## config.mk

```make
export PLATFORM = sky130hd
export DESIGN_NAME = bus_xcvr_ctrl_status_regs
export DESIGN_NICKNAME = d
export VERILOG_FILES = /design/src/common/xcvr_regs_pkg.sv /design/src/rtl/bus_xcvr_ctrl_status_regs.sv
export SDC_FILE = /design/constraint.sdc
export NUM_CORES = 1
export LEC_CHECK = 0
export CORE_AREA = 2 2 89 91
export CTS_BUF_LIST = sky130_fd_sc_hd__clkbuf_16
export CTS_CLUSTER_DIAMETER = 120
export DETAILED_ROUTE_END_ITERATION = 10
export DIE_AREA = 0 0 91 93
export DONT_BUFFER_PORTS = 1
export SLEW_MARGIN = 20
export SYNTH_ARGS = -nofsm -noshare
export SYNTH_HDL_FRONTEND = slang
export SYNTH_SLANG_ARGS = --single-unit
```

## constraint.sdc

```tcl
create_clock -name clock -period 2.7 [get_ports clock]
set_input_delay 0.27 -clock clock [delete_from_list [all_inputs] [get_ports clock]]
set_output_delay 0.27 -clock clock [all_outputs]
set_load 0.02 [all_outputs]
```

## src/common/xcvr_regs_pkg.sv

```systemverilog
// Package for the transceiver control and status register bank.
// Assumes AXI4-Lite 32-bit data; each byte register sits in one aligned word.
`default_nettype none
package xcvr_regs_pkg;
  // Printed offsets are register indices; byte address is four times the index
  localparam logic [7:0]  can_ctrl_index   = 8'h20;
  localparam logic [7:0]  lin_ctrl_index   = 8'h21;
  localparam logic [7:0]  status_index     = 8'h22;
  localparam logic [9:0]  can_ctrl_addr    = {can_ctrl_index, 2'b00};
  localparam logic [9:0]  lin_ctrl_addr    = {lin_ctrl_index, 2'b00};
  localparam logic [9:0]  status_addr      = {status_index, 2'b00};
  localparam int          addr_bits        = 10;

  // Field positions
  localparam int          fd_tol_pos       = 6;
  localparam int          sw_valid_pos     = 5;
  localparam int          sw_enable_pos    = 4;
  localparam int          shutdown_lsb     = 2;
  localparam int          can_mode_lsb     = 0;
  localparam int          lin_b_slope_lsb  = 6;
  localparam int          lin_b_mode_lsb   = 4;
  localparam int          lin_a_slope_lsb  = 2;
  localparam int          lin_a_mode_lsb   = 0;

  // Write masks: reserved bits ignore writes
  localparam logic [7:0]  can_pn_mask      = 8'h7f;
  localparam logic [7:0]  can_base_mask    = 8'h0f;
  localparam logic [7:0]  lin_dual_mask    = 8'hff;
  localparam logic [7:0]  lin_single_mask  = 8'h0f;

  // Reset values
  localparam logic [7:0]  can_ctrl_reset   = 8'h00;
  localparam logic [7:0]  lin_ctrl_reset   = 8'h00;

  // AXI responses
  localparam logic [1:0]  resp_okay        = 2'b00;
  localparam logic [1:0]  resp_slverr      = 2'b10;

  typedef enum logic [1:0] {
    mode_offline  = 2'b00,
    mode_active   = 2'b01,
    mode_active_b = 2'b10,
    mode_listen   = 2'b11
  } xcvr_mode_t;

  typedef enum logic [1:0] {
    slope_on      = 2'b00,
    slope_on_b    = 2'b01,
    slope_no_tout = 2'b10,
    slope_rsvd    = 2'b11
  } slope_t;

  typedef struct packed {
    logic       fd_tolerance_enable;
    logic       selective_wake_config_valid;
    logic       selective_wake_enable;
    logic [1:0] shutdown_policy;
    xcvr_mode_t can_xcvr_mode;
  } can_ctrl_t;

  typedef struct packed {
    slope_t     lin_b_slope_sel;
    xcvr_mode_t lin_b_mode;
    slope_t     lin_a_slope_sel;
    xcvr_mode_t lin_a_mode;
  } lin_ctrl_t;

  // Status inputs from the transceivers and monitors
  typedef struct packed {
    logic can_tx_ready;
    logic fd_frame_error_flag;
    logic osc_on_target;
    logic bus_silence_flag;
    logic lin_supply_fault_flag;
    logic can_supply_flag;
    logic can_tx_timeout_flag;
  } xcvr_status_in_t;

  // Decoded transceiver controls
  typedef struct packed {
    logic can_active;
    logic can_listen;
    logic can_supply_uv_enable;
    logic can_shutdown;
    logic fd_tolerance_enable;
    logic selective_wake_enable;
    logic lin_a_active;
    logic lin_a_listen;
    logic lin_a_timeout_enable;
    logic lin_b_active;
    logic lin_b_listen;
    logic lin_b_timeout_enable;
  } xcvr_ctrl_out_t;
endpackage : xcvr_regs_pkg
`default_nettype wire

```

## src/rtl/bus_xcvr_ctrl_status_regs.sv

```systemverilog
// Transceiver control and status register bank with an AXI4-Lite slave.
// Assumes status inputs arrive from other clock domains or pins and are
// synchronised here; control outputs feed the CAN and LIN transceivers.
//
// Functional notes
// - Decode CAN, LIN control and status registers
// - CAN control bit 7 reserved, read-only
// - Bit 6 enables FD tolerance
// - Bit 5 marks selective-wake setup valid
// - Bit 4 enables selective wake-up
// - Policy 00 never shuts CAN down
// - Policy 01/10/11 shut down on under/over/either
// - CAN mode 00 offline, 01 active, 11 listen
// - CAN mode 10 active without supply undervoltage
// - LIN slope 10 disables dominant time-out
// - LIN mode 00 offline, 01/10 active, 11 listen
// - Status bit 7 shows CAN transmitter ready
// - Status bit 6 is FD error or invalid
// - Status bit 5 mirrors configuration valid
// - Status bit 4 shows oscillator on target
// - Status bit 3 shows bus silence
// - Partial-networking bits exist only on such variants
// - Status bit 0 shows CAN dominant time-out
// - Status bit 2 shows LIN supply fault
//
// Local design decision: the AXI4-Lite register port.
`default_nettype none
module bus_xcvr_ctrl_status_regs
  import xcvr_regs_pkg::*;
#(
  parameter bit pn_variant   = 1'b1,
  parameter bit dual_lin     = 1'b1
) (
  input  wire logic                 clock,
  input  wire logic                 rstn,
  input  wire logic [addr_bits-1:0] s_axi_awaddr,
  input  wire logic                 s_axi_awvalid,
  output logic                      s_axi_awready,
  input  wire logic [31:0]          s_axi_wdata,
  input  wire logic [3:0]           s_axi_wstrb,
  input  wire logic                 s_axi_wvalid,
  output logic                      s_axi_wready,
  output logic [1:0]                s_axi_bresp,
  output logic                      s_axi_bvalid,
  input  wire logic                 s_axi_bready,
  input  wire logic [addr_bits-1:0] s_axi_araddr,
  input  wire logic                 s_axi_arvalid,
  output logic                      s_axi_arready,
  output logic [31:0]               s_axi_rdata,
  output logic [1:0]                s_axi_rresp,
  output logic                      s_axi_rvalid,
  input  wire logic                 s_axi_rready,
  input  wire xcvr_status_in_t      status_in,
  input  wire logic                 normal_mode,
  input  wire logic                 battery_under_irq,
  input  wire logic                 battery_over_irq,
  output xcvr_ctrl_out_t            ctrl_out
);

  localparam logic [7:0] can_wmask = pn_variant ? can_pn_mask : can_base_mask;
  localparam logic [7:0] lin_wmask = dual_lin ? lin_dual_mask : lin_single_mask;

  function automatic logic mode_is_active(input xcvr_mode_t m);
    mode_is_active = (m == mode_active) || (m == mode_active_b);
  endfunction : mode_is_active

  function automatic logic [7:0] merge_byte(input logic [7:0] old_val,
                                            input logic [7:0] new_val,
                                            input logic [7:0] mask);
    merge_byte = (old_val & ~mask) | (new_val & mask);
  endfunction : merge_byte

  // Synchronisers for status inputs, normal mode and battery events
  localparam int sync_w = $bits(xcvr_status_in_t) + 3;
  logic [sync_w-1:0] sync1_reg;
  logic [sync_w-1:0] sync2_reg;

  always_ff @(posedge clock) begin
    if (!rstn) begin
      sync1_reg <= '0;
      sync2_reg <= '0;
    end else begin
      sync1_reg <= {status_in, normal_mode, battery_under_irq, battery_over_irq};
      sync2_reg <= sync1_reg;
    end
  end

  xcvr_status_in_t st_sync;
  logic            normal_sync;
  logic            under_sync;
  logic            over_sync;
  assign {st_sync, normal_sync, under_sync, over_sync} = sync2_reg;

  // Write channel: address and data accepted in either order
  logic                 aw_held_reg;
  logic [addr_bits-1:0] aw_addr_reg;
  logic                 w_held_reg;
  logic [31:0]          w_data_reg;
  logic [3:0]           w_strb_reg;
  logic                 aw_take;
  logic                 w_take;
  logic                 do_write;

  assign aw_take  = s_axi_awvalid && s_axi_awready;
  assign w_take   = s_axi_wvalid && s_axi_wready;
  assign do_write = aw_held_reg && w_held_reg && !s_axi_bvalid;

  always_ff @(posedge clock) begin
    if (!rstn) begin
      aw_held_reg   <= 1'b0;
      aw_addr_reg   <= '0;
      s_axi_awready <= 1'b0;
    end else begin
      if (aw_take) begin
        aw_held_reg <= 1'b1;
        aw_addr_reg <= s_axi_awaddr;
      end else if (do_write) begin
        aw_held_reg <= 1'b0;
      end
      s_axi_awready <= !aw_held_reg && !aw_take && !s_axi_awready;
    end
  end

  always_ff @(posedge clock) begin
    if (!rstn) begin
      w_held_reg   <= 1'b0;
      w_data_reg   <= '0;
      w_strb_reg   <= '0;
      s_axi_wready <= 1'b0;
    end else begin
      if (w_take) begin
        w_held_reg <= 1'b1;
        w_data_reg <= s_axi_wdata;
        w_strb_reg <= s_axi_wstrb;
      end else if (do_write) begin
        w_held_reg <= 1'b0;
      end
      s_axi_wready <= !w_held_reg && !w_take && !s_axi_wready;
    end
  end

  logic wr_hit;
  assign wr_hit = (aw_addr_reg == can_ctrl_addr) || (aw_addr_reg == lin_ctrl_addr)
                  || (aw_addr_reg == status_addr);

  always_ff @(posedge clock) begin
    if (!rstn) begin
      s_axi_bvalid <= 1'b0;
      s_axi_bresp  <= resp_okay;
    end else if (do_write) begin
      s_axi_bvalid <= 1'b1;
      s_axi_bresp  <= wr_hit ? resp_okay : resp_slverr;
    end else if (s_axi_bready) begin
      s_axi_bvalid <= 1'b0;
    end
  end

  // Control registers; only byte lane 0 carries register data
  can_ctrl_t can_ctrl_reg;
  lin_ctrl_t lin_ctrl_reg;
  logic      lane0;
  logic [7:0] can_wr_byte;
  assign lane0 = w_strb_reg[0];
  assign can_wr_byte = merge_byte({1'b0, can_ctrl_reg}, w_data_reg[7:0], can_wmask);

  always_ff @(posedge clock) begin
    if (!rstn) begin
      can_ctrl_reg <= can_ctrl_t'(can_ctrl_reset[6:0]);
    end else if (do_write && lane0 && aw_addr_reg == can_ctrl_addr) begin
      // Bit 7 and non-variant bits keep their zero value
      can_ctrl_reg <= can_ctrl_t'(can_wr_byte[6:0]);
    end
  end

  always_ff @(posedge clock) begin
    if (!rstn) begin
      lin_ctrl_reg <= lin_ctrl_t'(lin_ctrl_reset);
    end else if (do_write && lane0 && aw_addr_reg == lin_ctrl_addr) begin
      lin_ctrl_reg <= lin_ctrl_t'(merge_byte(lin_ctrl_reg, w_data_reg[7:0], lin_wmask));
    end
  end

  // Status byte assembled from synchronised inputs and control state
  logic [7:0] status_byte;
  always_comb begin
    status_byte    = 8'h00;
    status_byte[7] = st_sync.can_tx_ready;
    if (pn_variant) begin
      status_byte[6] = st_sync.fd_frame_error_flag
                       || !can_ctrl_reg.selective_wake_config_valid;
      status_byte[5] = can_ctrl_reg.selective_wake_config_valid;
      status_byte[4] = st_sync.osc_on_target;
    end
    status_byte[3] = st_sync.bus_silence_flag;
    status_byte[2] = st_sync.lin_supply_fault_flag;
    status_byte[1] = st_sync.can_supply_flag;
    status_byte[0] = st_sync.can_tx_timeout_flag;
  end

  // Read channel
  logic [7:0] rd_byte;
  logic       rd_hit;
  always_comb begin
    rd_byte = 8'h00;
    rd_hit  = 1'b1;
    unique case (s_axi_araddr)
      can_ctrl_addr: rd_byte = {1'b0, can_ctrl_reg};
      lin_ctrl_addr: rd_byte = lin_ctrl_reg;
      status_addr:   rd_byte = status_byte;
      default:       rd_hit  = 1'b0;
    endcase
  end

  always_ff @(posedge clock) begin
    if (!rstn) begin
      s_axi_arready <= 1'b0;
    end else begin
      s_axi_arready <= !s_axi_arready && !s_axi_rvalid && s_axi_arvalid;
    end
  end

  always_ff @(posedge clock) begin
    if (!rstn) begin
      s_axi_rvalid <= 1'b0;
      s_axi_rdata  <= '0;
      s_axi_rresp  <= resp_okay;
    end else if (s_axi_arvalid && s_axi_arready) begin
      s_axi_rvalid <= 1'b1;
      s_axi_rdata  <= {24'h000000, rd_byte};
      s_axi_rresp  <= rd_hit ? resp_okay : resp_slverr;
    end else if (s_axi_rready) begin
      s_axi_rvalid <= 1'b0;
    end
  end

  // Shut-down latch: set by an enabled battery event in normal mode,
  // released when the policy is set to 00 or normal mode ends
  logic shutdown_reg;
  logic shutdown_hit;
  always_comb begin
    shutdown_hit = 1'b0;
    unique case (can_ctrl_reg.shutdown_policy)
      2'b00: shutdown_hit = 1'b0;
      2'b01: shutdown_hit = under_sync;
      2'b10: shutdown_hit = over_sync;
      2'b11: shutdown_hit = under_sync || over_sync;
    endcase
  end

  always_ff @(posedge clock) begin
    if (!rstn) begin
      shutdown_reg <= 1'b0;
    end else if (normal_sync && shutdown_hit) begin
      shutdown_reg <= 1'b1;
    end else if (!normal_sync || can_ctrl_reg.shutdown_policy == 2'b00) begin
      shutdown_reg <= 1'b0;
    end
  end

  // Decoded controls to the transceivers, registered
  always_ff @(posedge clock) begin
    if (!rstn) begin
      ctrl_out <= '0;
    end else begin
      ctrl_out.can_active <= normal_sync && !shutdown_reg
                             && mode_is_active(can_ctrl_reg.can_xcvr_mode);
      ctrl_out.can_listen <= !shutdown_reg
                             && can_ctrl_reg.can_xcvr_mode == mode_listen;
      ctrl_out.can_supply_uv_enable <= can_ctrl_reg.can_xcvr_mode != mode_active_b;
      ctrl_out.can_shutdown <= shutdown_reg;
      ctrl_out.fd_tolerance_enable <= can_ctrl_reg.fd_tolerance_enable;
      ctrl_out.selective_wake_enable <= can_ctrl_reg.selective_wake_enable
                                        && can_ctrl_reg.selective_wake_config_valid
                                        && !st_sync.fd_frame_error_flag;
      ctrl_out.lin_a_active <= normal_sync && mode_is_active(lin_ctrl_reg.lin_a_mode);
      ctrl_out.lin_a_listen <= lin_ctrl_reg.lin_a_mode == mode_listen;
      ctrl_out.lin_a_timeout_enable <= lin_ctrl_reg.lin_a_slope_sel != slope_no_tout;
      ctrl_out.lin_b_active <= dual_lin && normal_sync
                               && mode_is_active(lin_ctrl_reg.lin_b_mode);
      ctrl_out.lin_b_listen <= dual_lin && lin_ctrl_reg.lin_b_mode == mode_listen;
      ctrl_out.lin_b_timeout_enable <= lin_ctrl_reg.lin_b_slope_sel != slope_no_tout;
    end
  end

endmodule : bus_xcvr_ctrl_status_regs
`default_nettype wire

```

Yosys cells after proc, flatten, opt, wreduce, memory -nomap -nowiden
Cells that the tools add are included.
{"block": "totals", "memories": 0, "out_inout_bits": 53, "mem_bits_rw": 0, "register_bits": 86, "latchBits": 0, "romBits": 0}
{"block": "op_classes", "n_mux": 14, "n_reduce_logical": 50, "shift": 0, "add_sub_neg": 0, "n_div": 0, "n_mul": 0, "bitwise": 0, "order_cmp": 0, "n_eq_ne": 21}
{"operator": "$eq A10 B8 Y1 const B", "count": 6}
{"operator": "$pmux W8 S3", "count": 1}
{"operator": "$logic_and A1 B1 Y1", "count": 22}
{"operator": "$eq A2 B2 Y1 const B", "count": 8}
{"operator": "$logic_not A1 Y1", "count": 13}
{"operator": "$mux W1", "count": 10}
{"operator": "$reduce_bool A2 Y1", "count": 5}
{"operator": "$eq A2 B1 Y1 const B", "count": 4}
{"operator": "$logic_or A1 B1 Y1", "count": 8}
{"operator": "$ne A2 B2 Y1 const B", "count": 3}
{"operator": "$mux W2", "count": 2}
{"operator": "$pmux W1 S4", "count": 1}
{"operator": "$reduce_or A3 Y1", "count": 1}
{"operator": "$logic_not A2 Y1", "count": 1}

Longest topological paths before layout
Gate-level depths: netlist (run 1).
{"block": "depth", "depth_word": 4, "ltp_mapped": 5}

Worst setup path before layout (run 1)
No wires, ideal clock.
{"block": "synth_timing", "path_kind": "reg-to-reg", "startpoint": "reg s_axi_bvalid", "endpoint": "reg can_ctrl_reg[0] (netlist name)", "setup_ps": 119, "path_buffers": 2, "t_arrival_ps": 1218, "stages_incl_launch_ff": 6, "path_slack_ps": 1363, "cell_sequence": "dfxtp_1 > and3b_1 > buf_2 > and4_1 > buf_6 > mux2i_1"}
{"block": "synth_via", "elab_chain_cells": 4}
{"element": "start: declaration", "line": "bus_xcvr_ctrl_status_regs.sv:44", "text": "output logic s_axi_bvalid,"}
{"element": "start signal: assignment", "line": "bus_xcvr_ctrl_status_regs.sv:148", "text": "s_axi_bvalid <= 1'b0;"}
{"element": "start signal: assignment", "line": "bus_xcvr_ctrl_status_regs.sv:151", "text": "s_axi_bvalid <= 1'b1;"}
{"element": "start signal: assignment", "line": "bus_xcvr_ctrl_status_regs.sv:154", "text": "s_axi_bvalid <= 1'b0;"}
{"element": "$logic_not A1 Y1", "line": "bus_xcvr_ctrl_status_regs.sv:106", "text": "assign do_write = aw_held_reg && w_held_reg && !s_axi_bvalid;"}
{"element": "$logic_and A1 B1 Y1", "line": "bus_xcvr_ctrl_status_regs.sv:106"}
{"element": "$logic_and A1 B1 Y1 (2 in series)", "line": "bus_xcvr_ctrl_status_regs.sv:169", "text": "end else if (do_write && lane0 && aw_addr_reg == can_ctrl_addr) begin"}
{"element": "end signal: assignment", "line": "bus_xcvr_ctrl_status_regs.sv:168", "text": "can_ctrl_reg <= can_ctrl_t'(can_ctrl_reset[6:0]);"}
{"element": "end signal: assignment", "line": "bus_xcvr_ctrl_status_regs.sv:171", "text": "can_ctrl_reg <= can_ctrl_t'(can_wr_byte[6:0]);"}
{"element": "end: declaration", "line": "bus_xcvr_ctrl_status_regs.sv:159", "text": "can_ctrl_t can_ctrl_reg;"}
No other way between the ends.
A chain may end at the register's enable or synchronous reset.

Worst setup path in the final report (run 1)
{"block": "layout_timing", "startpoint": "reg s_axi_bvalid", "endpoint": "reg can_ctrl_reg[4] (netlist name)"}
Same word-level chain as after synthesis.

==> qor.csv, run 1 <==
metric;value;unit
vias;2023;
crit_chain;and3b_1 > and4_1 > mux2i_1;
worstSetupPathType;reg2reg;
seq_area_frac_synth;0.5144;
synth_area_leaders;dfxtp_1 (51%), nand2_1 (8.7%), mux2i_1 (6.7%), buf_4 (6.0%), a21boi_0 (5.3%);
cp_slowest_cell;and4_1;
clkLatencyLatePin;340;ps
hold_ws;49.52;ps
fin_skew;6.301;ps
grt_pass1_vias;1901;
required;2960;ps
clk_pin_slew;60;ps
ctsHtreeMaxLevel;3;
dieArea;8463;um^2
peakVddDrop;0.3120;mV
nNetsFinal;408;
grt_setup_unrepaired;false;
grt_max_degree;84;
fmax;607.9;MHz
row_count;32;
clkSinkCount;84;
period_share;0.6093;
syn_avg_cell_area;9.673;um^2
fillCellCount;767;
setup_violations;0;
placed_area;3219;um^2
power.leakage;0.001421;uW
clockBufferDepth;2;
routedWlPerCell;12.56;um
antenna_found_initial;0;
cp_max_fo;7;
n_antenna_cell;0;
synth-edff-count;0;
dr.pass1.iters;4;
start_util;0.4343;
synth_area;3269;um^2
ctsHoldBuffers;0;
layout-drive-gt1-share;0.05357;
post_cts_buffers;0;
numCtsBuffers;9;
syn_inst;338;
ys_ff_latch;84;
areaGrowthSynthToFinish;7.654;%
drv_slew;0;
critPathLaunchType;flop;
die_h;93;um
power_density;745.8;nW/um^2
gp_congestion;0.6778;
status;completed;
cts_root_buf;clkbuf_16;
cpPeakStageDelay;550;ps
regMostFlops;ctrl_out;
cts_tree;yes;
path_delay_family;simple AND/OR/NAND/NOR gates;
ys_warn_count;0;
grt_overflow;0;
final_area;3520;um^2
cts_resized;0;
fp.dieW;91;um
synthArstFlopShare;0;
tns;0;ps
r2r_setup_slack;1050;ps
synth_commonest_cells;dfxtp_1 (84), nand2_1 (76), and2_1 (26), buf_4 (26), a21boi_0 (23);
track_usage;0.1379;
synth_cell_types;33;
yosys.area.top_type_share;0.5144;
routed_wl;5.501;mm
yosysTopAreaCell;dfxtp_1;
grt_pass1_wl;9.080;mm
postRouteAntennaNets;0;
arrival;1910;ps
drc_errors;0;
largest_reg_flops;12;
slew_headroom;0.6225;
hpwlAfterDp;3.751;mm
drt_iter0_drc;57;
min_period;1645;ps
maxCapViolations;0;
via_per_inst;4.619;
hold_violations;0;
yosysMostFrequentCell;dfxtp_1;
hp-class;in2reg;
ios;126;
port_buffers;0;
synthFlopType;dfxtp_1;
worst-slew-pin-transition;565.1;ps
core-area;7527;um^2
crit_buf_inv;0;
critPathCaptureType;flop;
[routing by layer]
| metal | vias to the layer above | GRT usage | wire (um) |
|---|---|---|---|
| met4 | 0 | 0.07197 | 121 |
| met2 | 70 | 0.1975 | 2383 |
| met5 | - | 0 | 0 |
| met1 | 898 | 0.1717 | 2519 |
| li1 | 1045 | - | - |
| met3 | 10 | 0.06608 | 476 |
[stage by stage]
step	worst slack (ps)	total power [uW]	instances	utilization
floorplan	1363	1473	363	-
global placement	1109	1439	422	0.4277
detailed placement	1070	1442	422	0.4277
CTS	1046	2665	438	0.4676
global route	961.2	2735	438	0.4676
finish	1055	2625	438	0.4676
[cell type report]
type,instances,area (um^2),share of cell area
Clock buffer,9,225.2,0.06399
Inverter,6,22.52,0.006399
Multi-Input combinational cell,230,1388,0.3942
Clock inverter,7,75.07,0.02133
Tap cell,102,127.6,0.03626
Sequential cell,84,1682,0.4778
[kinds of logic after synthesis]
logic type               after synthesis  synth area share
AO/OA/AOI/OAI                         48            0.1041
adder cells (fa/ha/maj)                4           0.01531
AND/OR/NAND/NOR                      130            0.2078
buffers and inverters                 49           0.08993
multiplexers                          22           0.06736
other                                  1          0.001147
flip-flops                            84            0.5144
[power breakdown]
group | internal, uW | switching, uW | total, uW
registers | 1280 | 31.4 | 1310
logic | 38.1 | 66.0 | 104
clock network | 720 | 492 | 1210
total | 2040 | 589 | 2620
[cells in the final DEF (no fill, tap or decap), drive strengths merged]
| master | netlist | layout |
|---|---|---|
| nor2 | 2 | 2 |
| ha | 4 | 4 |
| and2 | 26 | 26 |
| o21ai | 11 | 11 |
| nor3b | 3 | 3 |
| o211a | 2 | 2 |
| o21a | 2 | 2 |
| and3b | 3 | 3 |
| nand2 | 76 | 76 |
| a2bb2oi | 6 | 6 |
| inv | 6 | 8 |
| nand2b | 1 | 1 |
| clkinvlp | 0 | 2 |
| nand4 | 4 | 4 |
| nor4 | 2 | 2 |
| clkinv | 0 | 2 |
| bufinv | 0 | 1 |
| nor2b | 5 | 5 |
| a22oi | 1 | 1 |
| dfxtp | 84 | 84 |
| and3 | 3 | 3 |
| a21boi | 24 | 24 |
| and4 | 1 | 1 |
| clkbuf | 12 | 9 |
| a21oi | 2 | 2 |
| mux2i | 22 | 22 |
| conb | 1 | 26 |
| nor4b | 2 | 2 |
| nor3 | 2 | 2 |
[worst paths after layout]
check,start,endpoint,depth (start not counted)
hold reg to reg,sync1_reg[7],sync2_reg[7],1
hold / removal,s_axi_arvalid,s_axi_arready,2
setup / recovery,s_axi_bvalid,can_ctrl_reg[4],3
setup reg to reg,s_axi_bvalid,can_ctrl_reg[4],3
Note: power is estimated with default switching activity, not from simulation.
==> run 2: changes to the inputs <==
==> constraint.sdc (replaced) <==
create_clock -name clock -period 1.56 [get_ports clock]
set_input_delay 0.156 -clock clock [delete_from_list [all_inputs] [get_ports clock]]
set_output_delay 0.156 -clock clock [all_outputs]
set_load 0.02 [all_outputs]
==> qor.csv, run 2 (synthesized netlist as in run 1, its figures left out) <==
metric;value;unit
row_count;32;
grt_pass1_wl;9.984;mm
placed_area;3242;um^2
cpPeakStageDelay;380;ps
vias;2201;
clockBufferDepth;2;
internal_power;3553;uW
highest_layer;met4;
drt_iter0_drc;60;
fillCellCount;720;
path_delay_family;simple AND/OR/NAND/NOR gates;
r2r-end;can_ctrl_reg[4];
routed_wl;6.030;mm
cp-startpoint;aw_addr_reg[6];
clkSinkCount;84;
hold_violations;0;
clkPwrFrac;0.441;
multiInputGateArea;1388;um^2
cts_root_buf;clkbuf_16;
arrival;1660;ps
dieArea;8463;um^2
postRouteAntennaNets;0;
status;completed;
rr_worst_depth;4;
tns;0;ps
via_per_inst;4.653;
fp.dieW;91;um
power.leakage;0.001580;uW
clkLatencyLatePin;330;ps
track_usage;0.1508;
cts_resized;0;
met1Wirelength;2.877;mm
start_util;0.4343;
areaGrowthSynthToFinish;18.41;%
placed_cells;425;
grt_pass1_vias;2085;
core-area;7527;um^2
power.switching;999.4;uW
cp_max_fo;7;
hpwlAfterDp;3.892;mm
endpoint;can_ctrl_reg[4];
clk_pin_slew;60;ps
crit_buf_inv;1;
crit_chain;nor4b_4 > and4_1 > buf_4 > mux2i_1;
cp.depth;4;
gp_congestion;0.6944;
fin_cells;473;
worstSetupPathType;reg2reg;
fin_skew;4.339;ps
r2r_setup_slack;160;ps
largest_reg_flops;12;
wl_met3;380;um
layout_commonest_cell;dfxtp_1;
min_period;1403;ps
layout_common_cells;dfxtp_1 (84), nand2_1 (76), dlygate4sd3_1 (32);
period_share;0.8995;
critPathLaunchType;flop;
hp-class;in2reg;
numCtsBuffers;9;
worst-slew-pin-transition;559.5;ps
grt_max_degree;73;
timing.rr.start;aw_addr_reg[6];
p_sw_frac;0.2195;
cp_slowest_cell;nor4b_4;
final_area;3871;um^2
seq_power_share;0.498;
n_antenna_cell;0;
power_density;1176;nW/um^2
required;1820;ps
port_buffers;0;
routedWlPerCell;12.75;um
hold_ws;8.450;ps
maxCapViolations;0;
grt_setup_unrepaired;false;
cts_tree;yes;
drv_slew;0;
die_h;93;um
combPwrFrac;0.062;
antenna_found_initial;0;
regMostFlops;ctrl_out;
regArea;1682;um^2
layout-drive-gt1-share;0.05660;
fmax;712.6;MHz
slew_headroom;0.6262;
ios;126;
setup_violations;0;
peakVddDrop;0.5504;mV
critPathCaptureType;flop;
nNetsFinal;444;
drc_errors;0;
ctsHtreeMaxLevel;3;
wl_met2;2.691;mm
grt_overflow;0;
dr.pass1.iters;6;
run 2: cell types whose count changed in the layout (fill, tap and decap cells not counted):
cell           change
buf_4              +3
inv_6              -2
clkinv_2           +3
buf_16             +1
clkinv_4           -1
clkinvlp_4         -1
dlygate4sd3_1     +32
run 2: layout make-up:
class	instances	share of cell area
multi-input cells	230	0.3584
flip-flops and latches	84	0.4344
clock inverters	6	0.01454
repair buffers	36	0.09567
clock buffers	9	0.05818
well taps	102	0.03297
inverters	6	0.005818
run 2: metrics by stage:
stage	setup WS, ps	util	power, uW
2_1_floorplan	222.6	-	2550
3_3_place_gp	153.5	0.4307	2493
3_5_place_dp	150.3	0.4307	2498
4_1_cts	127.9	0.5143	4613
5_1_grt	55.74	0.5143	4755
6_report	156.8	0.5143	4552
run 2: worst min path at each step:
stage                  start              end  depth (start not counted)
6_report                rstn  lin_ctrl_reg[2]                          2
5_1_grt                 rstn  lin_ctrl_reg[4]                          2
4_1_cts                 rstn  lin_ctrl_reg[2]                          2
3_5_place_dp   s_axi_arvalid    s_axi_arready                          2
3_3_place_gp   s_axi_arvalid    s_axi_arready                          2
2_1_floorplan  s_axi_arvalid    s_axi_arready                          2
run 2: timing repair:
item | in CTS | in global routing
hold buffers | 33 | 0
hold endpoints to repair | 73 | 0
setup buffers | 0 | 0
run 2: routing by layer:
layer,track usage,vias to the layer above
met1,0.1918,1003
met4,0.04924,0
met2,0.2340,68
li1,-,1122
met5,0,-
met3,0.06124,8
run 2: power groups by stage:
| stage | logic [uW] | clock network (uW) | registers (uW) |
|---|---|---|---|
| final | 281 | 2010 | 2270 |
| after global routing | 315 | 2170 | 2270 |
| after CTS | 282 | 2070 | 2270 |
| after detailed placement | 184 | 0 | 2310 |
| after global placement | 181 | 0 | 2310 |
| after floorplan | 247 | 0 | 2300 |
==> run 3: changes to the inputs <==
--- a/config.mk
+++ b/config.mk
@@ -11,6 +11,7 @@
 export DETAILED_ROUTE_END_ITERATION = 10
 export DIE_AREA = 0 0 91 93
 export DONT_BUFFER_PORTS = 1
+export RECOVER_POWER = 50
 export SLEW_MARGIN = 20
 export SYNTH_ARGS = -nofsm -noshare
 export SYNTH_HDL_FRONTEND = slang
==> qor.csv, run 3 (synthesized netlist as in run 1, its figures left out) <==
metric;value;unit
status;completed;
ios;126;
cp-startpoint;aw_addr_reg[6];
slew_headroom;0.6258;
regArea;1682;um^2
placed_cells;425;
power_density;1176;nW/um^2
setup_slack;156.8;ps
fin_skew;4.339;ps
fillCellCount;720;
row_count;32;
ctsHoldBuffers;33;
arrival;1660;ps
required;1820;ps
postRouteAntennaNets;0;
clk_pin_slew;60;ps
post_cts_buffers;0;
worst-slew-pin-transition;560.1;ps
grt_overflow;0;
nNetsFinal;444;
areaGrowthSynthToFinish;18.41;%
total_power;4554;uW
vias;2205;
cp_max_fo;7;
clkLatencyLatePin;330;ps
ctsHtreeMaxLevel;3;
clockBufferDepth;2;
die_h;93;um
drc_errors;0;
antenna_found_initial;0;
cpPeakStageDelay;380;ps
crit_chain;nor4b_4 > and4_1 > buf_4 > mux2i_1;
drv_slew;0;
hp-class;in2reg;
cts_tree;yes;
worstSetupPathType;reg2reg;
grt_pass1_vias;2085;
critPathLaunchType;flop;
drt_iter0_drc;56;
start_util;0.4343;
setup_violations;0;
dr.pass1.iters;5;
port_buffers;0;
grt_setup_unrepaired;false;
min_period;1403;ps
worstHoldStart;rstn;
dieArea;8463;um^2
largest_reg_flops;12;
hold_ws;8.613;ps
cts_root_buf;clkbuf_16;
tns;0;ps
routed_wl;6.038;mm
n_antenna_cell;0;
fp.dieW;91;um
power.leakage;0.001574;uW
peakVddDrop;0.5504;mV
fmax;712.6;MHz
cp_slowest_cell;nor4b_4;
routedWlPerCell;12.77;um
gp_congestion;0.6944;
maxCapViolations;0;
layout-drive-gt1-share;0.05660;
period_share;0.8995;
hpwlAfterDp;3.892;mm
regMostFlops;ctrl_out;
numCtsBuffers;9;
grt_pass1_wl;9.984;mm
clkSinkCount;84;
layout_common_cells;dfxtp_1 (84), nand2_1 (76), dlygate4sd3_1 (32);
multiInputGateArea;1388;um^2
critPathCaptureType;flop;
hold_violations;0;
via_per_inst;4.662;
fin_cells;473;
timing.rr.start;aw_addr_reg[6];
grt_max_degree;73;
layout_commonest_cell;dfxtp_1;
track_usage;0.1508;
core-area;7527;um^2
pre_cts_slack;150.3;ps
cts_resized;0;
[run 3: through the flow]
step	area [um^2]	util
3_3_place_gp	3242	0.4307
6_report	3871	0.5143
2_1_floorplan	3363	-
5_1_grt	3871	0.5143
3_5_place_dp	3242	0.4307
4_1_cts	3871	0.5143
[run 3: worst paths after layout]
| path | end | slack (ps) | cells after the start |
|---|---|---|---|
| worst max-delay path | can_ctrl_reg[4] | 160 | 4 |
| worst min-delay path | lin_ctrl_reg[2] | 9 | 2 |
| worst max register to register | can_ctrl_reg[4] | 160 | 4 |
| worst min register to register | sync2_reg[1] | 430 | 1 |
[run 3: final cells by class]
class,count,share of cell area
flip-flops and latches,84,0.4344
well taps,102,0.03297
inverters,6,0.005818
repair buffers,36,0.09567
multi-input cells,230,0.3584
clock inverters,6,0.01454
clock buffers,9,0.05818
[run 3: layer usage]
metal,GRT usage,share of wire
met5,0,0
met4,0.04924,0.013
met3,0.06124,0.063
met2,0.2340,0.45
met1,0.1918,0.48
[run 3: critical path: cells and delay by family, from the launching register on]
family	cells	cell delay [ps]
buf+inv	1	190
simple gates	2	610
mux	1	190
flops	1	340
[run 3: power by group]
| group | switching [uW] | leakage [uW] | total [uW] | internal, uW |
|---|---|---|---|---|
| Combinational | 154 | 0.000750 | 280 | 126 |
| Clock | 794 | 0.000138 | 2010 | 1220 |
| Sequential | 54.6 | 0.000685 | 2270 | 2210 |
